<file path="src/common/tpm_pkg.sv">
// tpm_pkg: constants of the output test-pattern and map-load block
// assumes: 8-bit registers reached through the serial control port decoder
//
// Overview of operation
// RULE1 - map load pulses high then low to apply
// RULE2 - map load latches mapping for selected interface
// RULE3 - map load clears earlier writes; program it first
// RULE4 - constant pattern aligned MSB to output MSB
// RULE5 - software sets step 10000 for 14-bit ramp
// RULE6 - bits 7:5 select second channel pattern
// RULE7 - bits 4:2 select first channel pattern
// RULE8 - code 000 passes samples; others unused
// RULE9 - code 010 outputs ramp stepping by pattern
// RULE10 - code 011 outputs fixed pattern every sample
// RULE11 - pattern inserted before mapper at native resolution
// RULE12 - patterns identical in every output format
// RULE13 - pattern built from three registers low to high
// RULE14 - ramp advances once per sample, wraps around

package tpm_pkg;
   // ----------------------------------------------------------------
   // register bus
   // ----------------------------------------------------------------
   localparam int ADDR_W = 8;
   localparam int DATA_W = 8;
   localparam logic [7:0] ADDR_MAP_LOAD = 8'h13;
   localparam logic [7:0] ADDR_PAT_LO = 8'h14;
   localparam logic [7:0] ADDR_PAT_MID = 8'h15;
   localparam logic [7:0] ADDR_PAT_HI = 8'h16;
   localparam logic [7:0] REG_RESET = 8'h00;
   localparam logic [7:0] RDATA_UNMAPPED = 8'h00;
   // ----------------------------------------------------------------
   // field positions
   // ----------------------------------------------------------------
   localparam int MAP_LOAD_BIT = 0;
   localparam int SEL_B_MSB = 7;
   localparam int SEL_B_LSB = 5;
   localparam int SEL_A_MSB = 4;
   localparam int SEL_A_LSB = 2;
   localparam int PAT_HI_MSB = 1;
   // ----------------------------------------------------------------
   // widths and codes
   // ----------------------------------------------------------------
   localparam int PAT_W = 18;
   localparam int SMP_W = 14;
   localparam int SEL_W = 3;
   localparam int IFACE_W = 3;
   localparam int NUM_CH = 2;
   localparam logic [2:0] SEL_NORMAL = 3'h0;
   localparam logic [2:0] SEL_RAMP = 3'h2;
   localparam logic [2:0] SEL_CONST = 3'h3;
   localparam logic [17:0] RAMP_STEP_NATIVE = 18'h00010;
   localparam logic [2:0] IFACE_RESET = 3'h0;
endpackage

</file>
<file path="src/tpm_core.sv">
// tpm_core: register file, map-load control and pattern insertion
// assumes: registers written by the serial control port decoder on
// ref_clk; converter samples arrive on ref_clk; the bit mapper and the
// interface-select register live outside and use map_sel and map_load
`timescale 1ns/1ps

module tpm_core #(
   parameter int IFACE_W = tpm_pkg::IFACE_W,
   parameter int SMP_W = tpm_pkg::SMP_W
) (
   // clock, reset, enable
   input wire logic ref_clk,
   input wire logic resetn,
   input wire logic ce,
   // register port
   input wire logic reg_wr_en,
   input wire logic reg_rd_en,
   input wire logic [tpm_pkg::ADDR_W-1:0] reg_addr,
   input wire logic [tpm_pkg::DATA_W-1:0] reg_wdata,
   output logic [tpm_pkg::DATA_W-1:0] reg_rdata,
   // output bit map control
   input wire logic [IFACE_W-1:0] iface_sel,
   output logic [IFACE_W-1:0] map_sel,
   output logic map_load,
   // converter samples in
   input wire logic smp_valid,
   input wire logic [SMP_W-1:0] smp_a,
   input wire logic [SMP_W-1:0] smp_b,
   // samples toward the bit mapper
   output logic out_valid,
   output logic [SMP_W-1:0] out_a,
   output logic [SMP_W-1:0] out_b
);
   // ----------------------------------------------------------------
   // checks
   // ----------------------------------------------------------------
   if (SMP_W != tpm_pkg::SMP_W || IFACE_W < 1) begin : g_bad_param
      $error("unsupported sample or interface width");
   end

   // ----------------------------------------------------------------
   // register decode
   // ----------------------------------------------------------------
   logic wr_load;
   logic wr_lo;
   logic wr_mid;
   logic wr_hi;

   assign wr_load = reg_wr_en && reg_addr == tpm_pkg::ADDR_MAP_LOAD;
   assign wr_lo = reg_wr_en && reg_addr == tpm_pkg::ADDR_PAT_LO;
   assign wr_mid = reg_wr_en && reg_addr == tpm_pkg::ADDR_PAT_MID;
   assign wr_hi = reg_wr_en && reg_addr == tpm_pkg::ADDR_PAT_HI;

   // ----------------------------------------------------------------
   // map load strobe: high then low completes the load
   // ----------------------------------------------------------------
   logic map_load_strobe_r;
   logic map_load_r;

   always_ff @(posedge ref_clk) begin
      if (!resetn) begin
         map_load_strobe_r <= 1'b0;
      end else if (ce && wr_load) begin
         map_load_strobe_r <= reg_wdata[tpm_pkg::MAP_LOAD_BIT];
      end
   end

   always_ff @(posedge ref_clk) begin
      if (!resetn) begin
         map_load_r <= 1'b0;
      end else if (ce) begin
         map_load_r <= wr_load && map_load_strobe_r
            && !reg_wdata[tpm_pkg::MAP_LOAD_BIT]; // RULE1
      end
   end

   assign map_load = map_load_r;

   // ----------------------------------------------------------------
   // mapping selection latched on load
   // ----------------------------------------------------------------
   logic [IFACE_W-1:0] map_sel_r;

   always_ff @(posedge ref_clk) begin
      if (!resetn) begin
         map_sel_r <= IFACE_W'(tpm_pkg::IFACE_RESET);
      end else if (ce && map_load_r) begin
         map_sel_r <= iface_sel; // RULE2
      end
   end

   assign map_sel = map_sel_r;

   // ----------------------------------------------------------------
   // pattern registers; a write in the load cycle wins over the clear
   // ----------------------------------------------------------------
   logic [7:0] pat_lo_r;
   logic [7:0] pat_mid_r;
   logic [7:0] pat_hi_r;

   always_ff @(posedge ref_clk) begin
      if (!resetn) begin
         pat_lo_r <= tpm_pkg::REG_RESET;
      end else if (ce) begin
         if (wr_lo) begin
            pat_lo_r <= reg_wdata;
         end else if (map_load_r) begin
            pat_lo_r <= tpm_pkg::REG_RESET; // RULE3
         end
      end
   end

   always_ff @(posedge ref_clk) begin
      if (!resetn) begin
         pat_mid_r <= tpm_pkg::REG_RESET;
      end else if (ce) begin
         if (wr_mid) begin
            pat_mid_r <= reg_wdata;
         end else if (map_load_r) begin
            pat_mid_r <= tpm_pkg::REG_RESET; // RULE3
         end
      end
   end

   always_ff @(posedge ref_clk) begin
      if (!resetn) begin
         pat_hi_r <= tpm_pkg::REG_RESET;
      end else if (ce) begin
         if (wr_hi) begin
            pat_hi_r <= reg_wdata;
         end else if (map_load_r) begin
            pat_hi_r <= tpm_pkg::REG_RESET; // RULE3
         end
      end
   end

   // ----------------------------------------------------------------
   // field extraction
   // ----------------------------------------------------------------
   logic [tpm_pkg::PAT_W-1:0] pattern_value;
   logic [tpm_pkg::SEL_W-1:0] first_channel_pattern_select;
   logic [tpm_pkg::SEL_W-1:0] second_channel_pattern_select;
   logic [tpm_pkg::SEL_W-1:0] sel_arr [tpm_pkg::NUM_CH];
   logic [SMP_W-1:0] smp_in_arr [tpm_pkg::NUM_CH];
   logic [SMP_W-1:0] smp_out_arr [tpm_pkg::NUM_CH];

   assign pattern_value = {pat_hi_r[tpm_pkg::PAT_HI_MSB:0],
                           pat_mid_r, pat_lo_r}; // RULE13
   assign second_channel_pattern_select =
      pat_hi_r[tpm_pkg::SEL_B_MSB:tpm_pkg::SEL_B_LSB]; // RULE6
   assign first_channel_pattern_select =
      pat_hi_r[tpm_pkg::SEL_A_MSB:tpm_pkg::SEL_A_LSB]; // RULE7
   assign sel_arr[0] = first_channel_pattern_select;
   assign sel_arr[1] = second_channel_pattern_select;
   assign smp_in_arr[0] = smp_a;
   assign smp_in_arr[1] = smp_b;

   // ----------------------------------------------------------------
   // per-channel pattern insertion ahead of the mapper
   // ----------------------------------------------------------------
   for (genvar ch = 0; ch < tpm_pkg::NUM_CH; ch++) begin : g_ch
      tpm_chan_gen #(
         .PAT_W(tpm_pkg::PAT_W),
         .SMP_W(SMP_W)
      ) u_gen (
         .ref_clk(ref_clk),
         .resetn(resetn),
         .ce(ce),
         .sel(sel_arr[ch]),
         .pattern(pattern_value),
         .smp_valid(smp_valid),
         .smp_in(smp_in_arr[ch]),
         .smp_out(smp_out_arr[ch])
      ); // RULE11 RULE12
   end

   assign out_a = smp_out_arr[0];
   assign out_b = smp_out_arr[1];

   always_ff @(posedge ref_clk) begin
      if (!resetn) begin
         out_valid <= 1'b0;
      end else if (ce) begin
         out_valid <= smp_valid;
      end
   end

   // ----------------------------------------------------------------
   // register read
   // ----------------------------------------------------------------
   logic [7:0] rdata_nxt;

   always_comb begin
      rdata_nxt = tpm_pkg::RDATA_UNMAPPED;
      unique case (reg_addr)
         tpm_pkg::ADDR_MAP_LOAD: rdata_nxt = {7'h00, map_load_strobe_r};
         tpm_pkg::ADDR_PAT_LO: rdata_nxt = pat_lo_r;
         tpm_pkg::ADDR_PAT_MID: rdata_nxt = pat_mid_r;
         tpm_pkg::ADDR_PAT_HI: rdata_nxt = pat_hi_r;
         default: rdata_nxt = tpm_pkg::RDATA_UNMAPPED;
      endcase
   end

   always_ff @(posedge ref_clk) begin
      if (!resetn) begin
         reg_rdata <= tpm_pkg::RDATA_UNMAPPED;
      end else if (ce && reg_rd_en) begin
         reg_rdata <= rdata_nxt;
      end
   end

   logic [SMP_W-1:0] pat_top;
   assign pat_top = pattern_value[tpm_pkg::PAT_W-1 -: SMP_W];
endmodule

</file>
<file path="src/tpm_chan_gen.sv">
// tpm_chan_gen: one channel of the test-pattern source
// assumes: samples and selector come from logic on ref_clk
`timescale 1ns/1ps

module tpm_chan_gen #(
   parameter int PAT_W = 18,
   parameter int SMP_W = 14
) (
   // clock, reset, enable
   input wire logic ref_clk,
   input wire logic resetn,
   input wire logic ce,
   // configuration
   input wire logic [2:0] sel,
   input wire logic [PAT_W-1:0] pattern,
   // sample stream
   input wire logic smp_valid,
   input wire logic [SMP_W-1:0] smp_in,
   output logic [SMP_W-1:0] smp_out
);
   // ----------------------------------------------------------------
   // checks
   // ----------------------------------------------------------------
   if (SMP_W > PAT_W || SMP_W < 1) begin : g_bad_width
      $error("sample width must not exceed pattern width");
   end

   // ----------------------------------------------------------------
   // ramp accumulator
   // ----------------------------------------------------------------
   logic [PAT_W-1:0] acc_r;
   logic [PAT_W-1:0] acc_nxt;

   assign acc_nxt = acc_r + pattern; // RULE14

   always_ff @(posedge ref_clk) begin
      if (!resetn) begin
         acc_r <= '0;
      end else if (ce) begin
         if (sel != tpm_pkg::SEL_RAMP) begin
            acc_r <= '0;
         end else if (smp_valid) begin
            acc_r <= acc_nxt; // RULE9
         end
      end
   end

   // ----------------------------------------------------------------
   // output selection, native resolution from the msb
   // ----------------------------------------------------------------
   always_ff @(posedge ref_clk) begin
      if (!resetn) begin
         smp_out <= '0;
      end else if (ce && smp_valid) begin
         case (sel)
            tpm_pkg::SEL_RAMP: smp_out <= acc_r[PAT_W-1 -: SMP_W]; // RULE9
            tpm_pkg::SEL_CONST: begin
               smp_out <= pattern[PAT_W-1 -: SMP_W]; // RULE10 RULE4
            end
            default: smp_out <= smp_in; // RULE8
         endcase
      end
   end
endmodule

</file>
<file path="config.mk">
export PLATFORM = sky130hd
export DESIGN_NAME = tpm_core
export DESIGN_NICKNAME = d
export VERILOG_FILES = /design/src/common/tpm_pkg.sv /design/src/tpm_core.sv /design/src/tpm_chan_gen.sv
export SDC_FILE = /design/constraint.sdc
export NUM_CORES = 1
export LEC_CHECK = 0
export BUFFER_PORTS_ARGS = -buffer_cell sky130_fd_sc_hd__buf_2
export CORE_ASPECT_RATIO = 0.6
export CORE_MARGIN = 8
export CORE_UTILIZATION = 30
export DETAILED_ROUTE_END_ITERATION = 8
export GPL_TIMING_DRIVEN = 0
export SYNTH_ARGS = -nofsm -noshare
export SYNTH_HDL_FRONTEND = slang
export SYNTH_SLANG_ARGS = --single-unit
</file>
<file path="constraint.sdc">
create_clock -name ref_clk -period 2.9 [get_ports ref_clk]
set_input_delay 0.145 -clock ref_clk [delete_from_list [all_inputs] [get_ports ref_clk]]
set_output_delay 0.145 -clock ref_clk [all_outputs]
set_load 0.005 [all_outputs]
</file>
Word level (Yosys, flattened, before mapping):

Index checks and enable logic that the tools add are counted.

* input port bits: 53
* register bits after elaboration: 102
* logic and storage cells: 56
* output and inout port bits: 41

* mux-type cells: 11
* reduce and logical (&&, ||, !) cells: 21
* equality and inequality tests: 10
* add/sub/neg operators: 2

Operators by type and width (number)
* $mux W18: 4
* $pmux W14 S2: 2
* $add A18 B18 Y18: 2
* $eq A8 B5 Y1 const B: 4
* $mux W8: 4
* $pmux W8 S4: 1
* $eq A3 B2 Y1 const B: 4
* $logic_and A1 B1 Y1: 10
* $reduce_and A2 Y1: 5
* $reduce_bool A2 Y1: 5
* $ne A3 B2 Y1 const B: 2
* $logic_not A1 Y1: 1

Longest topological paths before layout:

* depth after elaboration: 4
* gate-level depth with buffers: 10
* gate-level depth less buffers: 10

Hierarchy:

A second synthesis with hierarchy kept.

* cells, all modules: 732
* area, all modules: 6084.6 µm²

By module, submodules not included
* tpm_chan_gen (g_ch[1].u_gen): cells each 281, area an instance 2303.5 µm², sequential area each 640.6 µm², instances 1
* tpm_chan_gen (g_ch[0].u_gen): cells each 265, area an instance 2174.6 µm², sequential area each 640.6 µm², instances 1
* tpm_core: cells each 186, area an instance 1606.5 µm², sequential area each 760.7 µm², instances 1

Least setup slack after synthesis:

No wires, ideal clock.

* path kind: reg-to-reg
* start point: register pat_lo_r[0]
* end point: register g_ch[1].u_gen.acc_r[10]
* period minus slack after synthesis: 2.096 ns
* path slack: 0.804 ns
* library setup time: 0.069 ns
* stages on the path, launching flop included: 11
* arrival: 2.027 ns
* path buffers: 0
* cell sequence: dfxtp_1 ha_1 inv_1 fa_1 nand2b_1 a21oi_1 a211oi_2 o21bai_1 a31oi_1 xor2_1 o21ai_1

* cells in the longest elaborated chain, start to end: 3

RTL lines
* from (decl): RTL line tpm_core.sv:97 `logic [7:0] pat_lo_r;`
* from (signal assigned): RTL line tpm_core.sv:103 `pat_lo_r <= tpm_pkg::REG_RESET;`
* from (signal assigned): RTL line tpm_core.sv:106 `pat_lo_r <= reg_wdata;`
* from (signal assigned): RTL line tpm_core.sv:108 `pat_lo_r <= tpm_pkg::REG_RESET;`
* $add A18 B18 Y18: RTL line tpm_chan_gen.sv:34 `assign acc_nxt = acc_r + pattern;`
* $mux W18: RTL line tpm_chan_gen.sv:42 `end else if (smp_valid) begin`
* $mux W18: RTL line tpm_chan_gen.sv:40 `if (sel != tpm_pkg::SEL_RAMP) begin`
* to (signal assigned): RTL line tpm_chan_gen.sv:43 `acc_r <= acc_nxt;`
* to (decl): RTL line tpm_chan_gen.sv:31 `logic [PAT_W-1:0] acc_r;`

No other way between the ends. The select of a mux whose other input is x is not followed.
A chain may end at the register's enable or synchronous reset.

Worst setup path in the final report:

Ends and elaborated chain as after synthesis.

==> impl_metrics.tcl <==
set metrics [dict create \
    status "complete, no violations" \
    finalClockSkew_ns 0.0116 \
    hold_path.startpoint "reg_wdata[7]" \
    finalSetupViolCount 0 \
    nets 914 \
    htreeDepth 3 \
    grt.total_usage 0.154 \
    finalPower_mw 2.86 \
    area_growth_pct 17.6 \
    r2r_setup_slack_ns 0.36 \
    antenna_found_initial 0 \
    synth_fp_nets 811 \
    reg2reg_from "pat_lo_r[0]" \
    cts_hold_buf 0 \
    synth_ff_type "dfxtp_1" \
    ctsResizeCount 0 \
    synth_edf_count 0 \
    start_util 0.308 \
    routabilityCongestion 0.882 \
    yosysWarnings 0 \
    clk_latency_ns 0.36 \
    final_common_cell "buf_2" \
    num_vias 5707 \
    hp-class "in2reg" \
    grt_overflow_total 0 \
    wl_per_cell_um 18.1 \
    ir_drop_v 0.000225 \
    core-area_um2 20100 \
    die_y_um 127 \
    clock_path_buffers 2 \
    fin_setup_tns_ns 0 \
    synthDistinctLibCells 63 \
    netlist_area_um2 6200 \
    p_leak_nw 2.88 \
    final_cell_mix "108 x buf_2, 102 x dfxtp_1, 70 x nor2b_1" \
    fin_area_um2 7290 \
    dieArea_um2 25700 \
    hold_depth 2 \
    n_antenna_cell 0 \
    rsz0062_at_grt "false" \
    die_w_um 202 \
    grt_max_degree 19 \
    io_buffers 92 \
    cp.arrival_ns 2.84 \
    syn_avg_cell_area_um2 8.59 \
    hpwl_mm 15.4 \
    dpl_cell_area_um2 7000 \
    vias_per_cell 5.17 \
    cts_tree "built" \
    cts_setup_buffers 0 \
    reg2regPathDepth 10 \
    cts_made_buffers 9 \
    clock-sinks 102 \
    max-cap-violations 0 \
    dr.pass1.iters 5 \
    yosysSeqAreaShare 0.329 \
    grt_pass1_wl_mm 31.4 \
    worstPathRequired_ns 3.19 \
    post-route-util 0.363 \
    cp-start-kind "flop" \
    grt_pass1_vias 5304 \
    path_max_fanout 4 \
    hold_viol 0 \
    nFillCells 2107 \
    end_kind "flop" \
    fin_crit_sh 0.878 \
    fmax_mhz 393 \
    drt-total-wl_mm 20.0 \
    worst-slew-pin-transition_ns 0.848 \
    p_per_area_nw_per_um2 392 \
    io_pins 94 \
    synthArstFlopShare 0 \
    slew_headroom 0.431 \
    fin_crit_ns 2.54 \
    synthCells 722 \
    clkTransAtPathRegs_ns 0.08 \
    drtIter0Drc 485 \
    drive_gt1_frac 0.171 \
    ys_ff_latch 102 \
    drc 0 \
    maxSlewViolCount 0 \
    ant_nets 0 \
    worst-setup-path-type "reg2reg" \
    rr_endpoint "g_ch[1].u_gen.acc_r[10]" \
    whs_endpoint "pat_lo_r[7]" \
    rows 40 \
    root_buffer "clkbuf_16" \
]
## flip-flops by register name, summed over array words and instances, names as in the netlist
register	count
map_sel	3
g_ch.u_gen.acc_r	36
map_load	1
pat_hi_r	8
g_ch.u_gen.smp_out	28
pat_lo_r	8
reg_rdata	8
pat_mid_r	8
map_load_strobe_r	1
out_valid	1
## how the worst max path moves through the flow
stage	from	to	slack, ns	depth (start not counted)
2_1_floorplan	pat_lo_r[0]	g_ch[1].u_gen.acc_r[10]	0.80	10
3_3_place_gp	pat_lo_r[0]	g_ch[1].u_gen.acc_r[10]	0.40	10
3_5_place_dp	pat_lo_r[0]	g_ch[1].u_gen.acc_r[10]	0.39	10
4_1_cts	pat_lo_r[0]	g_ch[1].u_gen.acc_r[10]	0.37	10
5_1_grt	pat_lo_r[0]	g_ch[1].u_gen.acc_r[10]	0.19	10
6_report	pat_lo_r[0]	g_ch[1].u_gen.acc_r[10]	0.36	10
## metrics by stage
| step | hold WS, ns | setup slack, ns | cells |
|---|---|---|---|
| global placement | 0.399 | 0.398 | 1087 |
| finish | 0.0384 | 0.355 | 1103 |
| detailed placement | 0.401 | 0.389 | 1087 |
| global route | 0.0274 | 0.191 | 1103 |
| CTS | 0.0209 | 0.368 | 1103 |
| floorplan | 0.270 | 0.804 | 722 |
## routing by layer
layer	global-route usage	up-vias	share of wire
met5	0	-	0
met4	0.0300	0	0.011
met3	0.0439	21	0.081
met2	0.210	205	0.39
met1	0.232	2629	0.52
li1	-	2852	-
## synthesized netlist by cell type (4+ instances only)
| cell type | instances | area [um2] |
|---|---|---|
| a211oi_1 | 32 | 240 |
| a21boi_0 | 4 | 30.0 |
| a21o_1 | 12 | 90.1 |
| a21oi_1 | 58 | 290 |
| a22o_1 | 16 | 140 |
| a22oi_1 | 29 | 218 |
| a31oi_1 | 4 | 25.0 |
| and2_1 | 6 | 37.5 |
| and3_1 | 4 | 25.0 |
| and4_1 | 4 | 35.0 |
| buf_2 | 16 | 80.1 |
| clkbuf_1 | 28 | 105 |
| dfxtp_1 | 102 | 2040 |
| ha_1 | 34 | 425 |
| inv_1 | 11 | 41.3 |
| mux2i_1 | 41 | 410 |
| nand2_1 | 53 | 199 |
| nand2b_1 | 10 | 62.6 |
| nand3_1 | 9 | 45.0 |
| nand4_1 | 7 | 43.8 |
| nor2_1 | 42 | 158 |
| nor2b_1 | 70 | 438 |
| nor3_1 | 11 | 55.1 |
| o21a_1 | 4 | 30.0 |
| o21ai_0 | 18 | 90.1 |
| o21ai_1 | 16 | 80.1 |
| xnor2_1 | 11 | 96.3 |
| xor2_1 | 16 | 140 |
## critical path, stage by stage (launching register included)
cell      delay, ns
dfxtp_1        0.46
ha_1           0.21
inv_1          0.06
fa_1           0.43
nand2b_1       0.19
a21oi_1        0.17
a211oi_2       0.11
o21bai_1       0.39
a31oi_1        0.18
xor2_1         0.17
o21ai_1        0.12
## kinds of logic (layout without fill, tap and decap cells)
group,after synthesis,count (layout),synth area share
buffers and inverters,57,165,0.0377
AND/OR/NAND/NOR,236,236,0.206
multiplexers,41,41,0.0662
AO/OA/AOI/OAI,223,223,0.247
flip-flops,102,102,0.329
adder cells (fa/ha/maj),36,36,0.0751
XOR/XNOR,27,27,0.0381
## final cells by class
type | count | area (um2) | area share
multi-input combinational | 563 | 3920 | 0.538
sequential | 102 | 2040 | 0.280
timing repair buffer | 92 | 460 | 0.0631
tap | 273 | 342 | 0.0468
clock buffer | 10 | 239 | 0.0328
buffer | 46 | 193 | 0.0264
clock inverter | 6 | 52.6 | 0.00721
inverter | 11 | 41.3 | 0.00566
## report_power, final
group | total, mW | internal [mW] | switching, mW
combinational | 0.214 | 0.0861 | 0.128
clock | 1.22 | 0.619 | 0.596
sequential | 1.43 | 1.42 | 0.0107
No activity file was read; power rests on OpenSTA's default activity.
